File: config.mk
export PLATFORM = sky130hd
export DESIGN_NAME = src_det
export DESIGN_NICKNAME = d
export VERILOG_FILES = /design/src/common/src_det_pkg.sv /design/src/design/src_det.sv
export SDC_FILE = /design/constraint.sdc
export NUM_CORES = 1
export LEC_CHECK = 0
export ABC_AREA = 1
export BUFFER_PORTS_ARGS = -buffer_cell sky130_fd_sc_hd__buf_2
export CAP_MARGIN = 20
export CORE_ASPECT_RATIO = 1.1
export CORE_MARGIN = 5
export CORE_UTILIZATION = 50
export CTS_CLUSTER_SIZE = 16
export DETAILED_ROUTE_END_ITERATION = 10
export PLACE_DENSITY_LB_ADDON = 0.3
export REMOVE_ABC_BUFFERS = 1
export SLEW_MARGIN = 30
export SYNTH_ARGS = -nofsm -noshare
export SYNTH_HDL_FRONTEND = slang
export SYNTH_SLANG_ARGS = --single-unit
File: constraint.sdc
create_clock -name clk_i -period 2.1 [get_ports clk_i]
set_input_delay 0.315 -clock clk_i [delete_from_list [all_inputs] [get_ports clk_i]]
set_output_delay 0.315 -clock clk_i [all_outputs]
set_load 0.01 [all_outputs]
File: src/common/src_det_pkg.sv
package src_det_pkg;
   // wishbone register map (byte addresses)
   localparam logic [7:0] ADDR_CTRL   = 8'h00;
   localparam logic [7:0] ADDR_EXTERNAL_CURRENT_LIMIT_PIN   = 8'h04;
   localparam logic [7:0] ADDR_VLIM   = 8'h08;
   localparam logic [7:0] ADDR_STATUS = 8'h0c;
   localparam logic [7:0] ADDR_EFF    = 8'h10;
   // ctrl fields
   localparam int CTRL_AUTO  = 0;
   localparam int CTRL_FORCE = 1;
   localparam int CTRL_VEND  = 2;
   localparam int CTRL_HVP   = 3;
   localparam int CTRL_ABS   = 4;
   localparam logic [4:0] CTRL_RST = 5'h0d;
   // status fields
   localparam int ST_GOOD  = 0;
   localparam int ST_PG    = 1;
   localparam int ST_PORT  = 2;
   localparam int ST_TYPE  = 3;
   localparam int ST_BIAS  = 6;
   localparam int ST_CONV  = 7;
   localparam int ST_STATE = 8;
   // current limit codes, 50 mA per step
   localparam logic [6:0] EXTERNAL_CURRENT_LIMIT_PIN_RST  = 7'h0a;
   localparam logic [6:0] EXTERNAL_CURRENT_LIMIT_PIN_SDP  = 7'h0a;
   localparam logic [6:0] EXTERNAL_CURRENT_LIMIT_PIN_CDP  = 7'h1e;
   localparam logic [6:0] EXTERNAL_CURRENT_LIMIT_PIN_DCP  = 7'h41;
   localparam logic [6:0] EXTERNAL_CURRENT_LIMIT_PIN_HV   = 7'h1e;
   localparam logic [6:0] EXTERNAL_CURRENT_LIMIT_PIN_UNK  = 7'h0a;
   localparam logic [6:0] EXTERNAL_CURRENT_LIMIT_PIN_DIV1 = 7'h2a;
   localparam logic [6:0] EXTERNAL_CURRENT_LIMIT_PIN_DIV2 = 7'h28;
   localparam logic [6:0] EXTERNAL_CURRENT_LIMIT_PIN_DIV3 = 7'h14;
   localparam logic [6:0] EXTERNAL_CURRENT_LIMIT_PIN_DIV4 = 7'h30;
   // input type codes
   localparam logic [2:0] TYPE_NONE = 3'h0;
   localparam logic [2:0] TYPE_SDP  = 3'h1;
   localparam logic [2:0] TYPE_CDP  = 3'h2;
   localparam logic [2:0] TYPE_DCP  = 3'h3;
   localparam logic [2:0] TYPE_HV   = 3'h4;
   localparam logic [2:0] TYPE_UNK  = 3'h5;
   localparam logic [2:0] TYPE_DIV  = 3'h6;
   // voltage limit codes, 100 mV per step
   localparam logic [7:0] VLIM_MIN  = 8'h27;
   localparam logic [7:0] VLIM_MAX  = 8'h8c;
   localparam logic [7:0] VLIM_RST  = 8'h2c;
   localparam logic [7:0] VLIM_LO   = 8'h2c;
   localparam logic [7:0] VLIM_HI   = 8'h50;
   // timing
   localparam int CLK_KHZ      = 40000;
   localparam int BIAS_DLY_MS  = 220;
   localparam int RETRY_MS     = 2000;
   localparam int DCD_MS       = 500;
   localparam int QUAL_MS      = 10;
   localparam int HV_MS        = 100;
   localparam int INT_US       = 100;
   localparam int BIAS_DLY_CYC = BIAS_DLY_MS * CLK_KHZ;
   localparam int RETRY_CYC    = RETRY_MS * CLK_KHZ;
   localparam int DCD_CYC      = DCD_MS * CLK_KHZ;
   localparam int QUAL_CYC     = QUAL_MS * CLK_KHZ;
   localparam int HV_CYC       = HV_MS * CLK_KHZ;
   localparam int INT_CYC      = INT_US * CLK_KHZ / 1000;
   localparam int SET_CYC      = 8;

   typedef struct packed {
      logic uvlo_ok;
      logic sleep_ok;
      logic below_ov;
      logic above_min;
      logic contact;
      logic primary;
      logic secondary;
      logic dp_2p7;
      logic dp_2p0;
      logic dp_1p2;
      logic dm_2p7;
      logic dm_2p0;
      logic dm_1p2;
   } sense_t;

   typedef struct packed {
      logic dp_sink;
      logic dp_src;
      logic dm_sink;
      logic dm_src;
   } dpdm_drv_t;

   typedef enum logic [3:0] {
      S_HIZ   = 4'b0000,
      S_BWAIT = 4'b0001,
      S_QUAL  = 4'b0010,
      S_RETRY = 4'b0011,
      S_DCD   = 4'b0100,
      S_BC12  = 4'b0101,
      S_NSTD  = 4'b0110,
      S_HVHS  = 4'b0111,
      S_VLIM  = 4'b1000,
      S_CONV  = 4'b1001
   } state_t;
endpackage : src_det_pkg

File: src/design/src_det.sv
// Our own choices: the Wishbone slave port and the address map.
`timescale 1ns/1ps
module src_det
   import src_det_pkg::*;
#(
   parameter int BIAS_DLY = BIAS_DLY_CYC,
   parameter int RETRY    = RETRY_CYC,
   parameter int DCD      = DCD_CYC,
   parameter int QUAL     = QUAL_CYC,
   parameter int HV_WAIT  = HV_CYC
) (
   input  wire logic        clk_i,
   input  wire logic        rst_i,
   input  wire logic        cyc_i,
   input  wire logic        stb_i,
   input  wire logic        we_i,
   input  wire logic [7:0]  adr_i,
   input  wire logic [3:0]  sel_i,
   input  wire logic [31:0] dat_i,
   output logic      [31:0] dat_o,
   output logic             ack_o,
   input  wire sense_t      sense_i,
   input  wire logic [6:0]  ext_external_current_limit_pin_i,
   output logic             bias_en_o,
   output logic             load_en_o,
   output logic             conv_en_o,
   output dpdm_drv_t        dpdm_o,
   output logic [6:0]       eff_external_current_limit_pin_o,
   output logic [7:0]       vlim_o,
   output logic             int_n_o
);
   ////////////////////////////////////////////////////////////
   sense_t     s1;
   sense_t     s2;
   logic [6:0] e1;
   logic [6:0] e2;
   state_t     state;
   logic [31:0] cnt;
   logic [4:0] ctrl;
   logic [6:0] external_current_limit_pin;
   logic [7:0] vlim;
   logic       good;
   logic       pg;
   logic       port;
   logic [2:0] type_code;
   logic [15:0] int_cnt;
   logic       ev_qual;
   logic       ev_det;
   logic       ev_vlim;
   logic       det_done;
   logic [6:0] det_external_current_limit_pin;
   logic [2:0] det_type;
   logic       bias_ok;
   logic       wr;
   logic       rd_ack;
   logic       hv_req;

   always_ff @(posedge clk_i) begin
      s1 <= sense_i;
      s2 <= s1;
      e1 <= ext_external_current_limit_pin_i;
      e2 <= e1;
   end

   ////////////////////////////////////////////////////////////
   // bias conditions
   assign bias_ok = s2.uvlo_ok & s2.sleep_ok;
   assign hv_req  = ctrl[CTRL_VEND] | ctrl[CTRL_HVP];

   ////////////////////////////////////////////////////////////
   // sequencer
   always_ff @(posedge clk_i) begin
      if (rst_i) begin
         state <= S_HIZ;
         cnt   <= 32'h0;
      end else if (!bias_ok) begin
         state <= S_HIZ;
         cnt   <= 32'h0;
      end else begin
         cnt <= cnt + 32'h1;
         case (state)
            S_HIZ: begin
               state <= S_BWAIT;
               cnt   <= 32'h0;
            end
            S_BWAIT: begin
               if (cnt == 32'(BIAS_DLY - 1)) begin
                  state <= S_QUAL;
                  cnt   <= 32'h0;
               end
            end
            S_QUAL: begin
               if (cnt == 32'(QUAL - 1)) begin
                  cnt <= 32'h0;
                  if (s2.below_ov && s2.above_min) begin
                     if (ctrl[CTRL_AUTO]) begin
                        state <= S_DCD;
                     end else begin
                        state <= S_VLIM;
                     end
                  end else begin
                     state <= S_RETRY;
                  end
               end
            end
            S_RETRY: begin
               if (cnt == 32'(RETRY - 1)) begin
                  state <= S_QUAL;
                  cnt   <= 32'h0;
               end
            end
            S_DCD: begin
               if (s2.contact) begin
                  state <= S_BC12;
                  cnt   <= 32'h0;
               end else if (cnt == 32'(DCD - 1)) begin
                  state <= S_NSTD;
                  cnt   <= 32'h0;
               end
            end
            S_BC12: begin
               if (cnt == 32'(SET_CYC - 1)) begin
                  cnt <= 32'h0;
                  if (s2.primary && s2.secondary && hv_req) begin
                     state <= S_HVHS;
                  end else begin
                     state <= S_VLIM;
                  end
               end
            end
            S_NSTD: begin
               if (cnt == 32'(SET_CYC - 1)) begin
                  state <= S_VLIM;
                  cnt   <= 32'h0;
               end
            end
            S_HVHS: begin
               if (cnt == 32'(HV_WAIT - 1)) begin
                  state <= S_VLIM;
                  cnt   <= 32'h0;
               end
            end
            S_VLIM: begin
               state <= S_CONV;
               cnt   <= 32'h0;
            end
            S_CONV: begin
               cnt <= 32'h0;
               if (ctrl[CTRL_FORCE] && ctrl[CTRL_AUTO]) begin
                  state <= S_DCD;
               end
            end
            default: begin
               state <= S_HIZ;
               cnt   <= 32'h0;
            end
         endcase
      end
   end

   ////////////////////////////////////////////////////////////
   // detection result
   always_comb begin
      det_done = 1'b0;
      det_external_current_limit_pin = EXTERNAL_CURRENT_LIMIT_PIN_UNK;
      det_type = TYPE_UNK;
      if (bias_ok && cnt == 32'(SET_CYC - 1) && state == S_BC12) begin
         det_done = !(s2.primary && s2.secondary && hv_req);
         if (!s2.primary) begin
            det_external_current_limit_pin = EXTERNAL_CURRENT_LIMIT_PIN_SDP;
            det_type = TYPE_SDP;
         end else if (!s2.secondary) begin
            det_external_current_limit_pin = EXTERNAL_CURRENT_LIMIT_PIN_CDP;
            det_type = TYPE_CDP;
         end else begin
            det_external_current_limit_pin = EXTERNAL_CURRENT_LIMIT_PIN_DCP;
            det_type = TYPE_DCP;
         end
      end else if (bias_ok && cnt == 32'(SET_CYC - 1) && state == S_NSTD) begin
         det_done = 1'b1;
         det_type = TYPE_DIV;
         if (s2.dp_2p7 && s2.dm_2p0) begin
            det_external_current_limit_pin = EXTERNAL_CURRENT_LIMIT_PIN_DIV1;
         end else if (s2.dp_1p2 && s2.dm_1p2) begin
            det_external_current_limit_pin = EXTERNAL_CURRENT_LIMIT_PIN_DIV2;
         end else if (s2.dp_2p0 && s2.dm_2p7) begin
            det_external_current_limit_pin = EXTERNAL_CURRENT_LIMIT_PIN_DIV3;
         end else if (s2.dp_2p7 && s2.dm_2p7) begin
            det_external_current_limit_pin = EXTERNAL_CURRENT_LIMIT_PIN_DIV4;
         end else begin
            det_type = TYPE_UNK;
         end
      end else if (bias_ok && cnt == 32'(HV_WAIT - 1) && state == S_HVHS) begin
         det_done = 1'b1;
         det_external_current_limit_pin = EXTERNAL_CURRENT_LIMIT_PIN_HV;
         det_type = TYPE_HV;
      end
   end

   assign ev_det  = det_done;
   assign ev_qual = bias_ok && state == S_QUAL
                    && cnt == 32'(QUAL - 1) && s2.below_ov && s2.above_min;
   assign ev_vlim = bias_ok && state == S_VLIM;

   ////////////////////////////////////////////////////////////
   // status flags
   always_ff @(posedge clk_i) begin
      if (rst_i || !bias_ok) begin
         good <= 1'b0;
         pg   <= 1'b0;
      end else begin
         if (ev_qual) begin
            good <= 1'b1;
         end
         if (ev_det) begin
            pg <= 1'b1;
         end
      end
   end

   always_ff @(posedge clk_i) begin
      if (rst_i) begin
         port      <= 1'b0;
         type_code <= TYPE_NONE;
      end else if (ev_det) begin
         port      <= 1'b1;
         type_code <= det_type;
      end
   end

   ////////////////////////////////////////////////////////////
   // registers
   assign wr = cyc_i & stb_i & we_i & ~ack_o & sel_i[0];

   always_ff @(posedge clk_i) begin
      if (rst_i) begin
         ctrl <= CTRL_RST;
      end else if (wr && adr_i == ADDR_CTRL) begin
         ctrl <= dat_i[4:0];
      end else if (ev_det || (state == S_CONV && !ctrl[CTRL_AUTO])) begin
         ctrl[CTRL_FORCE] <= 1'b0;
      end
   end

   always_ff @(posedge clk_i) begin
      if (rst_i) begin
         external_current_limit_pin <= EXTERNAL_CURRENT_LIMIT_PIN_RST;
      end else if (ev_det) begin
         external_current_limit_pin <= det_external_current_limit_pin;
      end else if (wr && adr_i == ADDR_EXTERNAL_CURRENT_LIMIT_PIN) begin
         external_current_limit_pin <= dat_i[6:0];
      end
   end

   always_ff @(posedge clk_i) begin
      if (rst_i) begin
         vlim <= VLIM_RST;
      end else if (ctrl[CTRL_ABS]) begin
         if (wr && adr_i == ADDR_VLIM) begin
            if (dat_i[7:0] < VLIM_MIN) begin
               vlim <= VLIM_MIN;
            end else if (dat_i[7:0] > VLIM_MAX) begin
               vlim <= VLIM_MAX;
            end else begin
               vlim <= dat_i[7:0];
            end
         end
      end else if (ev_vlim) begin
         vlim <= (type_code == TYPE_HV) ? VLIM_HI : VLIM_LO;
      end
   end

   always_ff @(posedge clk_i) begin
      if (rst_i) begin
         ack_o <= 1'b0;
         dat_o <= 32'h0;
      end else begin
         ack_o <= cyc_i & stb_i & ~ack_o;
         dat_o <= 32'h0;
         if (rd_ack) begin
            case (adr_i)
               ADDR_CTRL:   dat_o <= {27'h0, ctrl};
               ADDR_EXTERNAL_CURRENT_LIMIT_PIN:   dat_o <= {25'h0, external_current_limit_pin};
               ADDR_VLIM:   dat_o <= {24'h0, vlim};
               ADDR_STATUS: dat_o <= {20'h0, state, conv_en_o,
                                      bias_en_o, type_code, port,
                                      pg, good};
               ADDR_EFF:    dat_o <= {25'h0, eff_external_current_limit_pin_o};
               default:     dat_o <= 32'h0;
            endcase
         end
      end
   end
   assign rd_ack = cyc_i & stb_i & ~we_i & ~ack_o;

   ////////////////////////////////////////////////////////////
   // outputs
   always_ff @(posedge clk_i) begin
      if (rst_i) begin
         bias_en_o  <= 1'b0;
         load_en_o  <= 1'b0;
         conv_en_o  <= 1'b0;
         dpdm_o     <= '0;
         eff_external_current_limit_pin_o <= EXTERNAL_CURRENT_LIMIT_PIN_RST;
         vlim_o     <= VLIM_RST;
      end else begin
         bias_en_o  <= bias_ok && state != S_HIZ
                       && state != S_BWAIT;
         load_en_o  <= bias_ok && state == S_QUAL;
         conv_en_o  <= bias_ok && state == S_CONV;
         dpdm_o     <= '0;
         if (bias_ok && state == S_HVHS) begin
            if (ctrl[CTRL_VEND]) begin
               dpdm_o.dp_sink <= 1'b1;
               dpdm_o.dm_src  <= 1'b1;
            end else if (ctrl[CTRL_HVP]) begin
               dpdm_o.dp_src  <= 1'b1;
               dpdm_o.dm_sink <= 1'b1;
            end
         end
         eff_external_current_limit_pin_o <= (external_current_limit_pin < e2) ? external_current_limit_pin : e2;
         vlim_o     <= vlim;
      end
   end

   ////////////////////////////////////////////////////////////
   // interrupt pulse
   always_ff @(posedge clk_i) begin
      if (rst_i) begin
         int_cnt <= 16'h0;
         int_n_o <= 1'b1;
      end else begin
         if (ev_qual || ev_det || ev_vlim) begin
            int_cnt <= 16'(INT_CYC);
         end else if (int_cnt != 16'h0) begin
            int_cnt <= int_cnt - 16'h1;
         end
         int_n_o <= (int_cnt == 16'h0);
      end
   end
endmodule : src_det

==> results.json, run 1 <==
{
  "num_vias": 6866,
  "final_hold_fails": 0,
  "finalCriticalPeriod_ns": 1.99,
  "critical_path.startpoint_type": "register",
  "internal_power_uw": 5120,
  "post_synth_inst_count": 1015,
  "start_util_pct": 50.3,
  "holdCritStartpoint": "sense_i[7]",
  "power.switching_fraction_pct": 29.4,
  "p_switching_uw": 2130,
  "power_per_cell_area_nw_per_um2": 817,
  "number_of_global_route_vias_before_repair": 6473,
  "setup_slack_ns": 0.114,
  "critical_path.startpoint": "cnt[1]",
  "antenna_cells": 0,
  "crit_path_end_kind": "register",
  "ctsLongestPathBuffers": 2,
  "die_x_um": 124,
  "layout.cell_area.non_filler_um2": 8870,
  "min_delay_path_depth": 1,
  "tritoncts_clock_tree": "built",
  "power.share.clock_pct": 40.5,
  "whs_endpoint": "s1[7]",
  "rsz0062_at_grt": "true",
  "most-common-layout-cells": "194 x nand2_1, 157 x nor2_1, 147 x dfxtp_1, 134 x inv_1, 77 x buf_2",
  "synth_enable_flop_cells": 0,
  "proportion_of_synthesized_area_in_mux_cells_pct": 0,
  "synth.ff_latch_count": 152,
  "pwr-share-comb_pct": 15.9,
  "cellLeakagePower_uw": 0.00410,
  "synth_xor_xnor_area_share_pct": 2.44,
  "grtUsageTotal_pct": 21.8,
  "detail_route.vias_per_cell": 5.04,
  "setup_violations": 0,
  "drt_drc_violations_left": 0,
  "placement.cell_area_um2": 7980,
  "drv.max_cap_violation_count": 0,
  "worstPathArrival_ns": 2.29,
  "postRouteWirelength_um": 18400,
  "sequential_cell_area_fraction_in_the_yosys_report_pct": 42.4,
  "path_max_fanout": 5,
  "grt_antenna_before_repair": 0,
  "max_freq_ghz": 0.503,
  "yosys.area_share.adder_pct": 1.39,
  "timing_worst_setup_path_type": "register to register",
  "place_worst_setup_slack_ns": -0.0363,
  "worst_r2r_endpoint": "external_current_limit_pin[0]",
  "cts_root_buffer": "clkbuf_16",
  "synth_top_family_by_area": "simple AND/OR/NAND/NOR gates",
  "synth.avg_cell_area_um2": 7.07,
  "die_area_um2": 16900,
  "synth.distinct_cells": 47,
  "routabilityCongestion": 0.928,
  "clk_pin_slew_ns": 0.06,
  "finalCritPeriodShare_pct": 94.6,
  "cts_bufs_inserted": 17,
  "ys_warnings": 0,
  "regToRegStartpoint": "cnt[1]",
  "flop2flop_setup_slack_ns": 0.11,
  "floorplan.core_area_um2": 14300,
  "min-delay-path-class": "input pin to register",
  "final_layout_fill_cell_count": 1303,
  "multi_input_area_um2": 3480,
  "overflow": 0,
  "placement.io_buffers": 77,
  "grt_start_max_net_pins": 24,
  "asyncSetResetFlopFracSynth_pct": 0,
  "cts_sinks": 152,
  "cp.required_ns": 2.41,
  "fin_skew_ns": 0.00967,
  "floorplan.io_pins": 125,
  "max_stage_delay_ns": 0.36,
  "synth_compound_gate_area_share_pct": 9.24,
  "dieHeight_um": 136,
  "post_drt_wl_per_cell_um": 13.5,
  "dp_hpwl_um": 13700,
  "nets": 1235,
  "worst_ir_drop_vdd_uv": 543,
  "detailedRoute.firstIterationViolations": 589,
  "worstPathCellList": "ha_4 > nand2_4 > nor2_4 > buf_4 > nand4_1 > nor2_2 > nand3_2 > nand2_2 > nand2_4 > buf_12 > inv_2 > nand2_1 > nand2_1 > a21oi_1",
  "post_route_cells_drive_above_1_share_pct": 18.7,
  "num_rows": 46,
  "detail_route.first_pass.iterations": 6,
  "clkLatencyLatePin_ns": 0.43,
  "cts.htree.levels": 4,
  "area_growth_syn_to_layout_pct": 23.6,
  "p_seq_share_pct": 43.6,
  "rr_worst_depth": 14,
  "cpMaxStageDelayCell": "dfxtp_2",
  "timing.final.max_slew_violations": 0,
  "postRouteAntennaNets": 0,
  "synthSimpleGateAreaFrac_pct": 33.2,
  "grt_first_pass_wirelength_um": 30200,
  "outcome": "finished clean",
  "layout_commonest_cell": "nand2_1",
  "syn_area_um2": 7180,
  "yosys_most_used_dff": "dfxtp_1",
  "final-seq-area_um2": 3050
}
per-stage QoR:
step	hold slack (ns)	std cells	TNS, ns	total power, uW	util [%]
after detailed placement	0.312	1310	-0.314	4330	55.9
after floorplan	0.310	994	0	4040	-
final	0.0147	1363	0	7250	62.2
after global placement	0.310	1310	-0.00730	4300	55.9
after CTS	0.00463	1360	0	7290	61.2
after global routing	0.000591	1363	-0.236	7620	62.2
timing repair:
item                                    in CTS  in global routing
endpoints found under the setup margin      27                 62
pin swaps                                    0                 11
gates cloned                                 0                  2
resized for setup                            2                 28
setup buffers                                0                  1
hold endpoints to repair                    18                  0
hold buffers                                18                  0
power groups by stage:
stage	sequential (uW)	combinational, uW	clock (uW)
after floorplan	3210	832	0
after global placement	3220	1080	0
after detailed placement	3220	1100	0
after CTS	3160	1140	2980
after global routing	3180	1330	3120
final	3160	1150	2940
routing by layer:
metal / global-route usage (%) / wire length [um] / share of wire (%) / vias up
li1: - / - / - / 3486
met2: 38.2 / 8880 / 48 / 236
met3: 4.73 / 1130 / 6.1 / 45
met4: 10.2 / 565 / 3.1 / 0
met5: 0 / 0 / 0 / -
met1: 25.6 / 7810 / 42 / 3099
registers in the layout, summed over array words and instances, names as in the netlist, 7 cells and up:
register	count
e2	7
vlim	8
external_current_limit_pin	7
int_cnt	16
e1	7
dat_o	12
s2	13
cnt	32
eff_external_current_limit_pin_o	7
vlim_o	8
s1	13
worst max-delay path by stage:
stage | to | slack (ns) | cells after the start
final | external_current_limit_pin[0] | 0.11 | 14
after global routing | external_current_limit_pin[1] | -0.05 | 15
after CTS | cnt[28] | 0.03 | 12
after detailed placement | cnt[18] | -0.04 | 12
after global placement | cnt[14] | -0.002 | 12
after floorplan | int_cnt[10] | 0.04 | 12
Yosys cell counts, drive strengths merged, types with 6 or more instances:
| master | n | area, um2 |
|---|---|---|
| xor2 | 16 | 140 |
| nand4 | 21 | 131 |
| ha | 8 | 100 |
| nand3 | 75 | 393 |
| a21oi | 37 | 204 |
| dfxtp | 152 | 3040 |
| inv | 143 | 537 |
| nand2 | 202 | 771 |
| o21ai | 58 | 294 |
| clkbuf | 6 | 22.5 |
| nor3 | 48 | 294 |
| nor2 | 173 | 706 |
| buf | 34 | 245 |
worst max-delay path, delay by kind of cell (launching register included):
family	cells	cell delay (ns)
AND/OR/NAND/NOR	9	0.95
flip-flops	1	0.36
buffers and inverters	3	0.33
adder cells (fa/ha/maj)	1	0.16
AO/OA/AOI/OAI	1	0.07
cell type report:
type | count | area share (%)
Sequential cell | 152 | 34.4
Clock inverter | 13 | 1.42
Timing Repair Buffer | 145 | 11.1
Multi-Input combinational cell | 698 | 39.3
Inverter | 144 | 6.12
Tap cell | 192 | 2.71
Clock buffer | 19 | 4.99
cells by family after synthesis:
| kind of cell | Yosys count |
|---|---|
| compound gates | 117 |
| other cells | 1 |
| fa+ha+maj | 8 |
| xor+xnor | 20 |
| buf+inv | 184 |
| flops | 152 |
| simple gates | 533 |
No activity file was read; power rests on OpenSTA's default activity.
==> run 2, diff against run 1 <==
- BUFFER_PORTS_ARGS: -buffer_cell sky130_fd_sc_hd__buf_2 -> -buffer_cell sky130_fd_sc_hd__clkbuf_2
==> results.json, run 2 (synthesized netlist as in run 1, its figures left out) <==
{
  "setup_slack_ns": 0.131,
  "clk_pin_slew_ns": 0.07,
  "min_delay_path_depth": 3,
  "postRouteAntennaNets": 0,
  "holdCritStartpoint": "dat_i[0]",
  "detailedRoute.firstIterationViolations": 503,
  "critical_path.startpoint": "cnt[1]",
  "floorplan.io_pins": 125,
  "reg_top3": "cnt (32), int_cnt (16)",
  "finalCritPeriodShare_pct": 93.8,
  "rr_worst_depth": 13,
  "fin_skew_ns": 0.00613,
  "place_worst_setup_slack_ns": -0.0389,
  "postCtsSetupBuffers": 0,
  "grt_antenna_before_repair": 0,
  "number_of_global_route_vias_before_repair": 6435,
  "tritoncts_clock_tree": "built",
  "timing_worst_setup_path_type": "register to register",
  "setup_violations": 0,
  "flop2flop_setup_slack_ns": 0.13,
  "drv.max_cap_violation_count": 0,
  "grt_start_max_net_pins": 21,
  "critical_path.startpoint_type": "register",
  "ctsLongestPathBuffers": 2,
  "floorplan.core_area_um2": 14300,
  "largest_register": "cnt",
  "cts_sinks": 152,
  "nets": 1236,
  "instances_no_fill": 1364,
  "finalCriticalPeriod_ns": 1.97,
  "min-delay-path-class": "input pin to register",
  "regToRegStartpoint": "cnt[1]",
  "die_x_um": 124,
  "most-common-layout-cells": "191 x nand2_1, 154 x nor2_1, 149 x dfxtp_1, 133 x inv_1, 77 x clkbuf_2",
  "placement.io_buffers": 77,
  "die_area_um2": 16900,
  "path_max_fanout": 4,
  "cellLeakagePower_uw": 0.00413,
  "crit_path_end_kind": "register",
  "detailroute.wirelength.met3_um": 1000,
  "final_layout_fill_cell_count": 1324,
  "outcome": "finished clean",
  "dieHeight_um": 136,
  "worst_ir_drop_vdd_uv": 556,
  "rsz0062_at_grt": "true",
  "cts.htree.levels": 4,
  "area_growth_syn_to_layout_pct": 24.5,
  "grtUsageTotal_pct": 21.4,
  "worst_r2r_endpoint": "cnt[26]",
  "routabilityCongestion": 0.928,
  "post_route_cells_drive_above_1_share_pct": 19.2,
  "cts_bufs_inserted": 17,
  "routedLengthMet1_um": 7980,
  "grt_first_pass_wirelength_um": 29600,
  "start_util_pct": 50.3,
  "layout_commonest_cell": "nand2_1",
  "num_rows": 46,
  "timing.final.max_slew_violations": 0,
  "dr_wl_met2_um": 8730,
  "place.detailed.instances": 1310,
  "final_hold_fails": 0,
  "drt_drc_violations_left": 0,
  "whs_endpoint": "ctrl[0]",
  "cts_root_buffer": "clkbuf_16",
  "num_vias": 6812,
  "worstPathArrival_ns": 2.30,
  "detail_route.first_pass.iterations": 7,
  "max_freq_ghz": 0.508,
  "top_signal_layer_used": "met4",
  "antenna_cells": 0,
  "detail_route.vias_per_cell": 4.99,
  "power_per_cell_area_nw_per_um2": 815,
  "clkLatencyLatePin_ns": 0.43,
  "dp_hpwl_um": 13700,
  "cp.required_ns": 2.43,
  "post_drt_wl_per_cell_um": 13.3,
  "largest_reg_flops": 32,
  "postRouteWirelength_um": 18100,
  "overflow": 0
}
run 2: cell types whose count changed in the layout (fill, tap and decap cells not counted), moves of 3 or more:
cell	change
nand2_1	-3
nor2_1	-3
buf_4	-5
buf_6	+4
buf_2	-77
clkbuf_2	+77
nand2_4	+3
run 2: layout make-up:
type / count / area (um2) / area share, %
clock buffer: 17 / 425 / 4.76
timing repair buffer: 146 / 1020 / 11.4
sequential: 152 / 3050 / 34.1
multi-input combinational: 698 / 3520 / 39.3
tap: 192 / 240 / 2.69
clock inverter: 15 / 150 / 1.68
inverter: 144 / 548 / 6.13
run 2: metrics by stage:
step / util (%) / power [uW] / setup TNS (ns) / hold slack [ns] / cell area [um2]
after floorplan: - / 4040 / 0 / 0.310 / 6980
after global placement: 55.9 / 4300 / -0.272 / 0.310 / 7980
after detailed placement: 55.9 / 4330 / -0.371 / 0.312 / 7980
after CTS: 61.4 / 7330 / 0 / 0.187 / 8760
after global routing: 62.6 / 7660 / -0.592 / 0.197 / 8940
final: 62.6 / 7290 / 0 / 0.195 / 8940
run 2: what timing repair did:
action / 4_1_cts / 5_1_grt
pin swaps: 0 / 14
hold buffers: 20 / 0
gates resized for setup: 2 / 43
endpoints found under the setup margin: 15 / 65
gates cloned: 0 / 2
endpoints found under the hold margin: 20 / 0
run 2: worst max path at each step:
stage / cells past startpoint / to / slack (ns)
2_1_floorplan: 12 / int_cnt[10] / 0.04
3_3_place_gp: 12 / cnt[16] / -0.03
3_5_place_dp: 12 / cnt[10] / -0.04
4_1_cts: 13 / cnt[26] / 0.02
5_1_grt: 14 / cnt[26] / -0.06
6_report: 13 / cnt[26] / 0.13
run 2: critical path: stages (launching register included):
cell and delay (ns):
dfxtp_2 0.36, ha_4 0.15, nand2_4 0.06, nor2_4 0.12, inv_1 0.08, nor2_4 0.17
nand2_1 0.11, o21ai_2 0.17, nand3_1 0.14, nor2_4 0.19, nor2_4 0.08, buf_6 0.14
nand2_4 0.05, nor2_2 0.03
run 2: metal layers:
metal	global-route usage, %	vias up
li1	-	3508
met1	25.7	3067
met2	37.3	200
met3	4.81	37
met4	8.83	0
met5	0	-
run 2: power by group:
group	switching [uW]	total (uW)	internal [uW]
Combinational	702	1170	466
Clock	1380	2960	1580
Sequential	111	3160	3050
